**src/inc/tcs_pkg.sv**
```systemverilog
// constants for the serial time-code synchronization block
package tcs_pkg;
  // register byte offsets
  localparam logic [7:0] REG_CONFIG = 8'h00;
  localparam logic [7:0] REG_HB_CTRL = 8'h04;
  localparam logic [7:0] REG_RX_TIME0 = 8'h08;
  localparam logic [7:0] REG_RX_TIME1 = 8'h0c;
  localparam logic [7:0] REG_RX_TIME2 = 8'h10;
  localparam logic [7:0] REG_RX_FREE = 8'h14;
  localparam logic [7:0] REG_TX_TIME0 = 8'h18;
  localparam logic [7:0] REG_TX_TIME1 = 8'h1c;
  localparam logic [7:0] REG_TX_TIME2 = 8'h20;
  localparam logic [7:0] REG_TIMER = 8'h24;
  localparam logic [7:0] REG_DRIFT = 8'h28;
  localparam logic [7:0] REG_SYNC_CTRL = 8'h2c;
  localparam logic [7:0] REG_SYNC_INTV = 8'h30;
  localparam logic [7:0] REG_CAP1 = 8'h34;
  localparam logic [7:0] REG_CAP2 = 8'h38;
  localparam logic [7:0] REG_IRQ_STAT = 8'h3c;
  localparam logic [7:0] REG_IRQ_MASK = 8'h40;
  // config fields
  localparam int CFG_ENABLE_BIT = 0;
  localparam int CFG_TX_MODE_BIT = 1;
  localparam int CFG_PLL_SEL_BIT = 2;
  localparam int CFG_DIV_LSB = 8;
  localparam logic [31:0] CFG_RESET = 32'h0000_0400;
  // time code layout: 1+1+16+32+2+30+8 = 90 bits then 8 crc bits
  localparam int CODE_BITS = 98;
  localparam int CRC_FIRST = 90;
  localparam int CHK_ERR_BIT = 31;
  localparam logic [7:0] CRC_POLY = 8'h07;
  localparam logic [31:0] HB_RESET = 32'h0000_1000;
  localparam logic [31:0] SYNC_INTV_RESET = 32'h0000_1000;
  // interrupt status bits
  localparam int IRQ_RX_DONE = 0;
  localparam int IRQ_CRC_ERR = 1;
  localparam int IRQ_CAP1 = 2;
  localparam int IRQ_CAP2 = 3;
  localparam int IRQ_TX_DONE = 4;
  localparam int IRQ_BITS = 5;
endpackage : tcs_pkg

```
**src/hw/tcs_top.sv**
```systemverilog
// serial time-code sync block: receiver, transmitter, timer, sync pins, apb registers
//
// The register offsets and the APB interface to the registers were decided locally.
`timescale 1ns/10ps
`default_nettype none
module tcs_top
  import tcs_pkg::*;
(
  input wire logic sys_clk_i, // reference clock
  input wire logic srst_i, // sync reset, high
  input wire logic psel_i, // apb select
  input wire logic penable_i, // apb enable
  input wire logic pwrite_i, // apb write
  input wire logic [7:0] paddr_i, // apb byte address
  input wire logic [31:0] pwdata_i, // apb write data
  output logic [31:0] prdata_o, // apb read data
  output logic pready_o, // apb ready
  output logic pslverr_o, // apb error
  input wire logic pll_clk_i, // low-jitter pll clock, sampled
  input wire logic bit_clk_i, // bit clock in
  output logic bit_clk_o, // bit clock out
  output logic bit_clk_oe_n_o, // low while driving
  input wire logic hb_i, // heartbeat in
  output logic hb_o, // heartbeat out
  output logic hb_oe_n_o, // low while driving
  input wire logic code_i, // time code in
  output logic code_o, // time code out
  output logic code_oe_n_o, // low while driving
  input wire logic [1:0] sync_i, // ext sync pins in
  output logic [1:0] sync_o, // ext sync pins out
  output logic [1:0] sync_oe_n_o, // low while driving
  output logic irq_o // interrupt, level high
);
  import tcs_pkg::*;

  logic [31:0] cfg_r, hb_ctrl_r, sync_ctrl_r, sync_intv_r, drift_r;
  logic [89:0] tx_mem_r;
  logic [97:0] rx_sh_r;
  logic [97:0] rx_reg_r;
  logic chk_err_r;
  logic [31:0] timer_r, hb_cap_r, rx_free_r;
  logic [31:0] cap_r [2];
  logic [IRQ_BITS-1:0] irq_stat_r, irq_mask_r, irq_set;
  logic wr_en, rd_en;
  logic drift_load;

  // apb: single-cycle answer, ready pulses in access phase
  assign wr_en = psel_i && penable_i && pwrite_i && pready_o;
  assign rd_en = psel_i && penable_i && !pwrite_i && pready_o;
  always_ff @(posedge sys_clk_i)
    if (srst_i)
      pready_o <= 1'b0;
    else
      pready_o <= psel_i && !penable_i;

  // two-flop synchronisers for every pin and the pll clock
  logic [6:0] in_s1_r, in_s2_r, in_s3_r;
  always_ff @(posedge sys_clk_i)
    if (srst_i)
    begin
      in_s1_r <= 7'h00;
      in_s2_r <= 7'h00;
      in_s3_r <= 7'h00;
    end
    else
    begin
      in_s1_r <= {pll_clk_i, sync_i, code_i, hb_i, bit_clk_i, 1'b0};
      in_s2_r <= in_s1_r;
      in_s3_r <= in_s2_r;
    end
  wire bclk_rise = in_s2_r[1] && !in_s3_r[1];
  wire hb_rise = in_s2_r[2] && !in_s3_r[2];
  wire code_s = in_s2_r[3];
  wire [1:0] sync_rise = in_s2_r[5:4] & ~in_s3_r[5:4];
  wire pll_rise = in_s2_r[6] && !in_s3_r[6];

  wire en = cfg_r[CFG_ENABLE_BIT];
  wire tx_mode = cfg_r[CFG_TX_MODE_BIT];

  // free-running timer with drift added once per write
  always_ff @(posedge sys_clk_i)
    if (srst_i)
      timer_r <= 32'h0000_0000;
    else if (drift_load)
      timer_r <= timer_r + 32'h0000_0001 + drift_r;
    else
      timer_r <= timer_r + 32'h0000_0001;

  // crc8 step, msb-first
  function automatic logic [7:0] crc_step(input logic [7:0] c, input logic b);
    logic fb;
    fb = c[7] ^ b;
    crc_step = {c[6:0], 1'b0} ^ (fb ? CRC_POLY : 8'h00);
  endfunction : crc_step

  // receiver: frame opens on heartbeat rise, start bit, then 97 bits
  typedef enum {TCS_RX_IDLE, TCS_RX_WAIT_START, TCS_RX_SHIFT} tcs_rx_t;
  tcs_rx_t rx_st_r;
  logic [6:0] rx_cnt_r;
  logic [7:0] rx_crc_r;
  logic rx_done, rx_bad;
  always_ff @(posedge sys_clk_i)
    if (srst_i)
    begin
      rx_st_r <= TCS_RX_IDLE;
      rx_cnt_r <= 7'h00;
      rx_crc_r <= 8'h00;
      rx_sh_r <= '0;
      hb_cap_r <= 32'h0000_0000;
    end
    else if (!en || tx_mode)
      rx_st_r <= TCS_RX_IDLE;
    else if (hb_rise)
    begin
      hb_cap_r <= timer_r;
      rx_st_r <= TCS_RX_WAIT_START;
    end
    else if (bclk_rise)
      case (rx_st_r)
        TCS_RX_WAIT_START:
          if (code_s)
          begin
            rx_sh_r <= {97'h0, 1'b1};
            rx_cnt_r <= 7'h01;
            rx_crc_r <= 8'h00;
            rx_st_r <= TCS_RX_SHIFT;
          end
        TCS_RX_SHIFT:
        begin
          rx_sh_r <= {rx_sh_r[96:0], code_s};
          if (rx_cnt_r < 7'(CRC_FIRST))
            rx_crc_r <= crc_step(rx_crc_r, code_s);
          rx_cnt_r <= rx_cnt_r + 7'h01;
          if (rx_cnt_r == 7'(CODE_BITS - 1))
            rx_st_r <= TCS_RX_IDLE;
        end
        default:
          rx_st_r <= rx_st_r;
      endcase
  assign rx_done = bclk_rise && !hb_rise && en && !tx_mode && rx_st_r == TCS_RX_SHIFT
    && rx_cnt_r == 7'(CODE_BITS - 1);
  assign rx_bad = rx_crc_r != {rx_sh_r[6:0], code_s};

  // latch completed code together with its heartbeat timer
  always_ff @(posedge sys_clk_i)
    if (srst_i)
    begin
      rx_reg_r <= '0;
      chk_err_r <= 1'b0;
      rx_free_r <= 32'h0000_0000;
    end
    else if (rx_done)
    begin
      rx_reg_r <= {rx_sh_r[96:0], code_s};
      chk_err_r <= rx_bad;
      rx_free_r <= hb_cap_r;
    end

  // transmit bit clock: divider on reference, or pll edges
  logic [7:0] div_cnt_r;
  logic bclk_r, tick_fall;
  wire [7:0] div_max = cfg_r[CFG_DIV_LSB +: 8];
  wire src_tick = cfg_r[CFG_PLL_SEL_BIT] ? pll_rise : 1'b1;
  always_ff @(posedge sys_clk_i)
    if (srst_i || !en || !tx_mode)
    begin
      div_cnt_r <= 8'h00;
      bclk_r <= 1'b0;
    end
    else if (src_tick)
    begin
      if (div_cnt_r >= div_max)
      begin
        div_cnt_r <= 8'h00;
        bclk_r <= !bclk_r;
      end
      else
        div_cnt_r <= div_cnt_r + 8'h01;
    end
  assign tick_fall = src_tick && div_cnt_r >= div_max && bclk_r;

  // transmitter heartbeat counted in bit clock periods
  logic [31:0] hb_cnt_r;
  logic hb_r, hb_start;
  always_ff @(posedge sys_clk_i)
    if (srst_i || !en || !tx_mode)
    begin
      hb_cnt_r <= 32'h0000_0000;
      hb_r <= 1'b0;
    end
    else if (tick_fall)
    begin
      if (hb_cnt_r >= hb_ctrl_r)
      begin
        hb_cnt_r <= 32'h0000_0000;
        hb_r <= !hb_r;
      end
      else
        hb_cnt_r <= hb_cnt_r + 32'h0000_0001;
    end
  assign hb_start = tick_fall && hb_cnt_r >= hb_ctrl_r && !hb_r;

  // transmitter shifter: code loads at heartbeat rise, crc follows accuracy
  logic [97:0] tx_sh_r;
  logic [6:0] tx_cnt_r;
  logic [7:0] tx_crc_r;
  logic tx_busy_r, code_r, tx_done;
  wire [89:0] tx_frame = {1'b1, tx_mem_r[88:0]}; // start bit forced to one
  always_ff @(posedge sys_clk_i)
    if (srst_i || !en || !tx_mode)
    begin
      tx_sh_r <= '0;
      tx_cnt_r <= 7'h00;
      tx_crc_r <= 8'h00;
      tx_busy_r <= 1'b0;
      code_r <= 1'b0;
    end
    else if (hb_start)
    begin
      code_r <= 1'b1;
      tx_sh_r <= {tx_frame[88:0], 9'h000};
      tx_cnt_r <= 7'h01;
      tx_crc_r <= 8'h00;
      tx_busy_r <= 1'b1;
    end
    else if (tick_fall && tx_busy_r)
    begin
      if (tx_cnt_r < 7'(CRC_FIRST))
      begin
        code_r <= tx_sh_r[97];
        tx_crc_r <= crc_step(tx_crc_r, tx_sh_r[97]);
        tx_sh_r <= {tx_sh_r[96:0], 1'b0};
      end
      else
      begin
        code_r <= tx_crc_r[7];
        tx_crc_r <= {tx_crc_r[6:0], 1'b0};
      end
      tx_cnt_r <= tx_cnt_r + 7'h01;
      if (tx_cnt_r == 7'(CODE_BITS))
      begin
        tx_busy_r <= 1'b0;
        code_r <= 1'b0;
      end
    end
  assign tx_done = tick_fall && tx_busy_r && !hb_start && tx_cnt_r == 7'(CODE_BITS);

  // link pin drivers; receiver mode leaves all three undriven
  always_ff @(posedge sys_clk_i)
    if (srst_i)
    begin
      bit_clk_o <= 1'b0;
      hb_o <= 1'b0;
      code_o <= 1'b0;
      bit_clk_oe_n_o <= 1'b1;
      hb_oe_n_o <= 1'b1;
      code_oe_n_o <= 1'b1;
    end
    else
    begin
      bit_clk_o <= bclk_r;
      hb_o <= hb_r;
      code_o <= code_r;
      bit_clk_oe_n_o <= !(en && tx_mode);
      hb_oe_n_o <= !(en && tx_mode);
      code_oe_n_o <= !(en && tx_mode);
    end

  // external sync pins: bit0 of each pair = output mode, one interval for both
  logic [31:0] sync_cnt_r [2];
  logic [1:0] cap_ev;
  genvar g;
  generate
    for (g = 0; g < 2; g++)
    begin : g_sync
      wire out_mode = sync_ctrl_r[2*g];
      assign cap_ev[g] = !out_mode && sync_ctrl_r[2*g+1] && sync_rise[g];
      always_ff @(posedge sys_clk_i)
        if (srst_i)
        begin
          sync_cnt_r[g] <= 32'h0000_0000;
          sync_o[g] <= 1'b0;
          sync_oe_n_o[g] <= 1'b1;
          cap_r[g] <= 32'h0000_0000;
        end
        else
        begin
          sync_oe_n_o[g] <= !out_mode;
          if (cap_ev[g])
            cap_r[g] <= timer_r;
          if (!out_mode)
            sync_cnt_r[g] <= 32'h0000_0000;
          else if (sync_cnt_r[g] >= sync_intv_r)
          begin
            sync_cnt_r[g] <= 32'h0000_0000;
            sync_o[g] <= !sync_o[g];
          end
          else
            sync_cnt_r[g] <= sync_cnt_r[g] + 32'h0000_0001;
        end
    end
  endgenerate

  // sticky interrupt status, set wins over write-one clear
  assign irq_set = {tx_done, cap_ev[1], cap_ev[0], rx_done && rx_bad, rx_done};
  always_ff @(posedge sys_clk_i)
    if (srst_i)
      irq_stat_r <= '0;
    else if (wr_en && paddr_i == REG_IRQ_STAT)
      irq_stat_r <= (irq_stat_r & ~pwdata_i[IRQ_BITS-1:0]) | irq_set;
    else
      irq_stat_r <= irq_stat_r | irq_set;
  always_ff @(posedge sys_clk_i)
    if (srst_i)
      irq_o <= 1'b0;
    else
      irq_o <= |(irq_stat_r & irq_mask_r);

  // software-written registers
  always_ff @(posedge sys_clk_i)
    if (srst_i)
    begin
      cfg_r <= CFG_RESET;
      hb_ctrl_r <= HB_RESET;
      sync_ctrl_r <= 32'h0000_0000;
      sync_intv_r <= SYNC_INTV_RESET;
      drift_r <= 32'h0000_0000;
      drift_load <= 1'b0;
      tx_mem_r <= '0;
      irq_mask_r <= '0;
    end
    else
    begin
      drift_load <= wr_en && paddr_i == REG_DRIFT;
      if (wr_en)
        case (paddr_i)
          REG_CONFIG: cfg_r <= pwdata_i;
          REG_HB_CTRL: hb_ctrl_r <= pwdata_i;
          REG_SYNC_CTRL: sync_ctrl_r <= pwdata_i;
          REG_SYNC_INTV: sync_intv_r <= pwdata_i;
          REG_DRIFT: drift_r <= pwdata_i;
          REG_TX_TIME0: tx_mem_r[89:58] <= pwdata_i;
          REG_TX_TIME1: tx_mem_r[57:26] <= pwdata_i;
          REG_TX_TIME2: tx_mem_r[25:0] <= pwdata_i[25:0];
          REG_IRQ_MASK: irq_mask_r <= pwdata_i[IRQ_BITS-1:0];
          default: cfg_r <= cfg_r;
        endcase
    end

  // read mux, unmapped reads zero with pslverr
  always_ff @(posedge sys_clk_i)
    if (srst_i)
    begin
      prdata_o <= 32'h0000_0000;
      pslverr_o <= 1'b0;
    end
    else
    begin
      pslverr_o <= 1'b0;
      prdata_o <= 32'h0000_0000;
      if (psel_i && !penable_i && !pwrite_i)
        case (paddr_i)
          REG_CONFIG: prdata_o <= cfg_r;
          REG_HB_CTRL: prdata_o <= hb_ctrl_r;
          REG_RX_TIME0: prdata_o <= rx_reg_r[97:66];
          REG_RX_TIME1: prdata_o <= rx_reg_r[65:34];
          REG_RX_TIME2: prdata_o <= {chk_err_r, rx_reg_r[30:0]};
          REG_RX_FREE: prdata_o <= rx_free_r;
          REG_TX_TIME0: prdata_o <= tx_mem_r[89:58];
          REG_TX_TIME1: prdata_o <= tx_mem_r[57:26];
          REG_TX_TIME2: prdata_o <= {6'h00, tx_mem_r[25:0]};
          REG_TIMER: prdata_o <= timer_r;
          REG_DRIFT: prdata_o <= drift_r;
          REG_SYNC_CTRL: prdata_o <= sync_ctrl_r;
          REG_SYNC_INTV: prdata_o <= sync_intv_r;
          REG_CAP1: prdata_o <= cap_r[0];
          REG_CAP2: prdata_o <= cap_r[1];
          REG_IRQ_STAT: prdata_o <= {27'h0, irq_stat_r};
          REG_IRQ_MASK: prdata_o <= {27'h0, irq_mask_r};
          default: pslverr_o <= 1'b1;
        endcase
    end
endmodule : tcs_top
`default_nettype wire

```
**config.mk**
```make
export PLATFORM = sky130hd
export DESIGN_NAME = tcs_top
export DESIGN_NICKNAME = d
export VERILOG_FILES = /design/src/inc/tcs_pkg.sv /design/src/hw/tcs_top.sv
export SDC_FILE = /design/constraint.sdc
export NUM_CORES = 2
export LEC_CHECK = 0
export ABC_AREA = 1
export ABC_CLOCK_PERIOD_IN_PS = 2800
export BUFFER_PORTS_ARGS = -buffer_cell sky130_fd_sc_hd__buf_2
export CAP_MARGIN = 20
export CORE_MARGIN = 2
export CORE_UTILIZATION = 55
export CTS_CLUSTER_SIZE = 12
export DETAILED_ROUTE_END_ITERATION = 8
export MAX_ROUTING_LAYER = met4
export PLACE_DENSITY_LB_ADDON = 0.08
export SYNTH_ARGS = -nofsm -noshare
export SYNTH_HDL_FRONTEND = slang
export SYNTH_SLANG_ARGS = --single-unit
```
**constraint.sdc**
```tcl
create_clock -name sys_clk_i -period 2.8 [get_ports sys_clk_i]
set_input_delay 0.28 -clock sys_clk_i [delete_from_list [all_inputs] [get_ports sys_clk_i]]
set_output_delay 0.28 -clock sys_clk_i [all_outputs]
set_load 0.01 [all_outputs]
```
==> results.ini <==
[global_route]
use_met1_pct=57.6
grt_max_degree=115
antenna_found_initial=10
use_met3_pct=8.11
grt_use_total_pct=40.7
grt.busiest_layer=met1
grt_pass1_vias=37822
use_met2_pct=56.7
grt_pass1_wl_microns=241000
grt-ovfl-total=0

[place]
io_buffer_count=95
dp.cells=7008
hpwl_microns=118000
place_congestion=1.03
place_ws_ns=-0.388

[die]
fp.dieW_microns=284
num_io_pins=96
die_h_microns=284
core.rowCount=102
core_area_sq_um=77500
initial_core_util_pct=55.5
die-area_sq_um=80500

[yosys]
synth-adder-area-share_pct=4.50
synth-seq-cells=903
ys_seq_area_share_pct=45.0
synth_compound_area_share_pct=18.1
synth_area_sq_um=43000
synth_top_family_by_area=simple AND/OR/NAND/NOR gates
syn_area_per_cell_sq_um=7.49
syn_inst=5744
yosysWarningCount=0
yosysUniqueCellTypes=59
yosysTopAreaCell=dfxtp_1
synthArstFlopShare_pct=0
ys_top_cells_by_area=dfxtp_1 (36%), edfxtp_1 (8.9%), nand2_1 (8.3%)
synthXorXnorAreaFrac_pct=2.08
synth_mux_area_share_pct=0
synthFlopType=dfxtp_1
synth_edf_count=128
yosys.area.top_type_share_pct=36.1
yosys.area_share.simple_pct=21.5

[sta]
fin_worst_skew_ns=0.0359
hold_viol_final=0
fin_ws_ns=-0.192
tightest_slew_ns=1.03
slew_violations=0
setup_tns_ns=-1.26
grt_setup_unrepaired=true
fmax_ghz=0.334
period_share_pct=107
setup_viol=14
relSlewSlack_pct=31.3
holdWs_ns=0.0308
fin_crit_ns=2.99

[setup_path]
worstPathArrival_ns=3.56
crit_path_end_kind=flop
critPathLaunchType=flop
r2r_slack_ns=-0.19
crit_required_ns=3.37
cp_max_fo=3
path_class=reg2reg
r2r-start=timer_r[1]
ff2ff_path_depth=25
timing.rr.end=timer_r[31]

[power]
power_uw=27500
p_comb_share_pct=2.9
ir_drop_v=0.000519
p_seq_share_pct=48.3
p_switching_uw=6380
swShare_pct=23.2
clkPwrFrac_pct=48.8
p_per_area_nw_per_um2=527
p_int_uw=21100
leakage_uw=0.0202

[drt]
wirelength_microns=164000
drt-wirelength-per-cell_microns=22.7
first_iter_violations=5426
vias_per_cell=5.86
dr.pass1.iters=6
num_vias=42457
ant_nets=0
drc=0

[cells_and_area]
area_growth_pct=21.2
drive_gt1_share_pct=15.5
fillCellCount=6811
nets=6329
final-instance-count-excl-fill=7250

[run_status]
outcome=finished, violations left
failed_checks=negative setup slack

[hold_path]
min_path_type=in2reg
hold_path_end=drift_r[0]
hp-start=pwdata_i[0]
holdPathStages=3

[clock_tree]
root_buffer=clkbuf_16
cts_tree=done
cts_buffer_depth=3
clk_latency_ns=0.69
cts_max_level=3
cts_sinks=903
cts_buffers=98
clk_pin_slew_ns=0.06

[job]
max-cap-violations=0

cell families (layout without fill, tap and decap cells):
group	after synthesis	in the layout
compound gates	1452	1452
xor+xnor	102	102
fa+ha+maj	154	154
buf+inv	953	1347
flops	903	903
other cells	1	73
simple gates	2179	2179
sequential cells by signal, indices dropped and copies added, names as in the netlist, 6 cells and up:
name and flops:
rx_sh_r 97, rx_reg_r 95, tx_mem_r 90, tx_sh_r 89
cap_r 64, sync_cnt_r 64, cfg_r 32, drift_r 32
hb_cap_r 32, hb_cnt_r 32, hb_ctrl_r 32, prdata_o 32
rx_free_r 32, sync_ctrl_r 32, sync_intv_r 32, timer_r 32
div_cnt_r 8, rx_crc_r 8, tx_crc_r 8, rx_cnt_r 7
tx_cnt_r 7, in_s1_r 6, in_s2_r 6
power by group through the flow:
stage | Clock [uW] | Combinational, uW | Sequential (uW)
3_3_place_gp | 0 | 743 | 13600
2_1_floorplan | 0 | 391 | 13500
5_1_grt | 14000 | 858 | 13300
3_5_place_dp | 0 | 747 | 13600
4_1_cts | 13400 | 768 | 13300
6_report | 13400 | 807 | 13300
final cells by class:
cell class | instances | area (sq um) | area share [%]
repair buffers | 526 | 4260 | 8.16
diodes | 9 | 22.5 | 0.0432
inverters | 644 | 2430 | 4.66
flip-flops and latches | 903 | 19400 | 37.1
clock buffers | 139 | 2850 | 5.46
well taps | 1040 | 1300 | 2.50
multi-input cells | 3951 | 21500 | 41.1
clock inverters | 38 | 469 | 0.900
through the flow:
stage	area [sq um]	utilization (%)
after floorplan	43200	-
after global placement	47000	60.7
after detailed placement	47000	60.7
after CTS	51100	65.9
after global routing	52100	67.3
final	52100	67.3
cell usage after synthesis (4+ instances only):
master / number
o211ai_1: 21
a211oi_1: 17
xor2_1: 71
nand4_1: 110
buf_2: 72
o21ai_0: 607
nand3b_1: 4
nand2_1: 950
inv_2: 21
xnor2_1: 31
nor2_4: 9
clkbuf_1: 215
o21a_1: 8
nor2_2: 10
and3_1: 4
ha_1: 153
nor2_1: 700
nor3b_1: 8
nor3_1: 93
nand2_2: 8
buf_1: 7
edfxtp_1: 128
nor3_2: 9
nand3_2: 5
nand3_1: 221
nor4_1: 25
buf_4: 7
a221oi_1: 29
o21bai_1: 12
o221ai_1: 5
o2111ai_1: 19
or2_2: 10
inv_1: 623
a22o_1: 16
a31oi_1: 14
dfxtp_1: 775
buf_6: 8
a21oi_1: 617
a21o_1: 8
or3_1: 4
o22ai_1: 49
o21ai_1: 20
layer usage:
layer	up-vias	share of wire (%)
met5	-	0
li1	19799	-
met1	19938	42
met3	377	12
met4	0	4.7
met2	2343	41
worst max-delay path, stage by stage (launching register included):
cell and delay [ns]:
dfxtp_4 0.39, ha_4 0.15, nand3_4 0.06, inv_2 0.07, nand2_4 0.06, nor2_4 0.17
nand2_4 0.08, nor2_4 0.13, nand2_2 0.10, nor2_2 0.12, nand2_1 0.07, nand2_1 0.07
nand2_2 0.09, ha_4 0.28, inv_2 0.04, nor3_2 0.18, buf_4 0.15, nand2_4 0.05
nor3_2 0.18, nand2_1 0.12, nand2_1 0.08, nand2_1 0.06, nand3_2 0.06, nand2_1 0.05
nand2_1 0.06, nor2_1 0.04
placed cells by master, fill, tap and decap left out, drive strengths merged, types with 14 or more instances in the layout:
cell / instances
a211oi: 17
a21oi: 617
a221oi: 29
a22o: 16
a31oi: 14
buf: 512
clkbuf: 140
clkinv: 25
conb: 64
dfxtp: 775
edfxtp: 128
ha: 153
inv: 647
nand2: 958
nand3: 228
nand4: 110
nor2: 719
nor3: 103
nor4: 26
o2111ai: 19
o211ai: 21
o21ai: 628
o22ai: 49
xnor2: 31
xor2: 71
timing repair:
action / 4_1_cts / 5_1_grt
gates cloned: 0 / 1
pin swaps: 28 / 73
buffers inserted: 28 / 17
setup endpoints to repair: 23 / 32
hold buffers: 13 / 0
hold endpoints to repair: 23 / 0
resized for setup: 102 / 209
how the worst max path moves through the flow:
stage	startpoint	endpoint	cells after the start
5_1_grt	timer_r[1]	timer_r[31]	25
3_5_place_dp	timer_r[0]	timer_r[25]	19
4_1_cts	timer_r[1]	timer_r[30]	19
2_1_floorplan	timer_r[0]	timer_r[26]	18
3_3_place_gp	timer_r[0]	timer_r[30]	19
6_report	timer_r[1]	timer_r[31]	25
No activity file was read; power rests on OpenSTA's default activity.
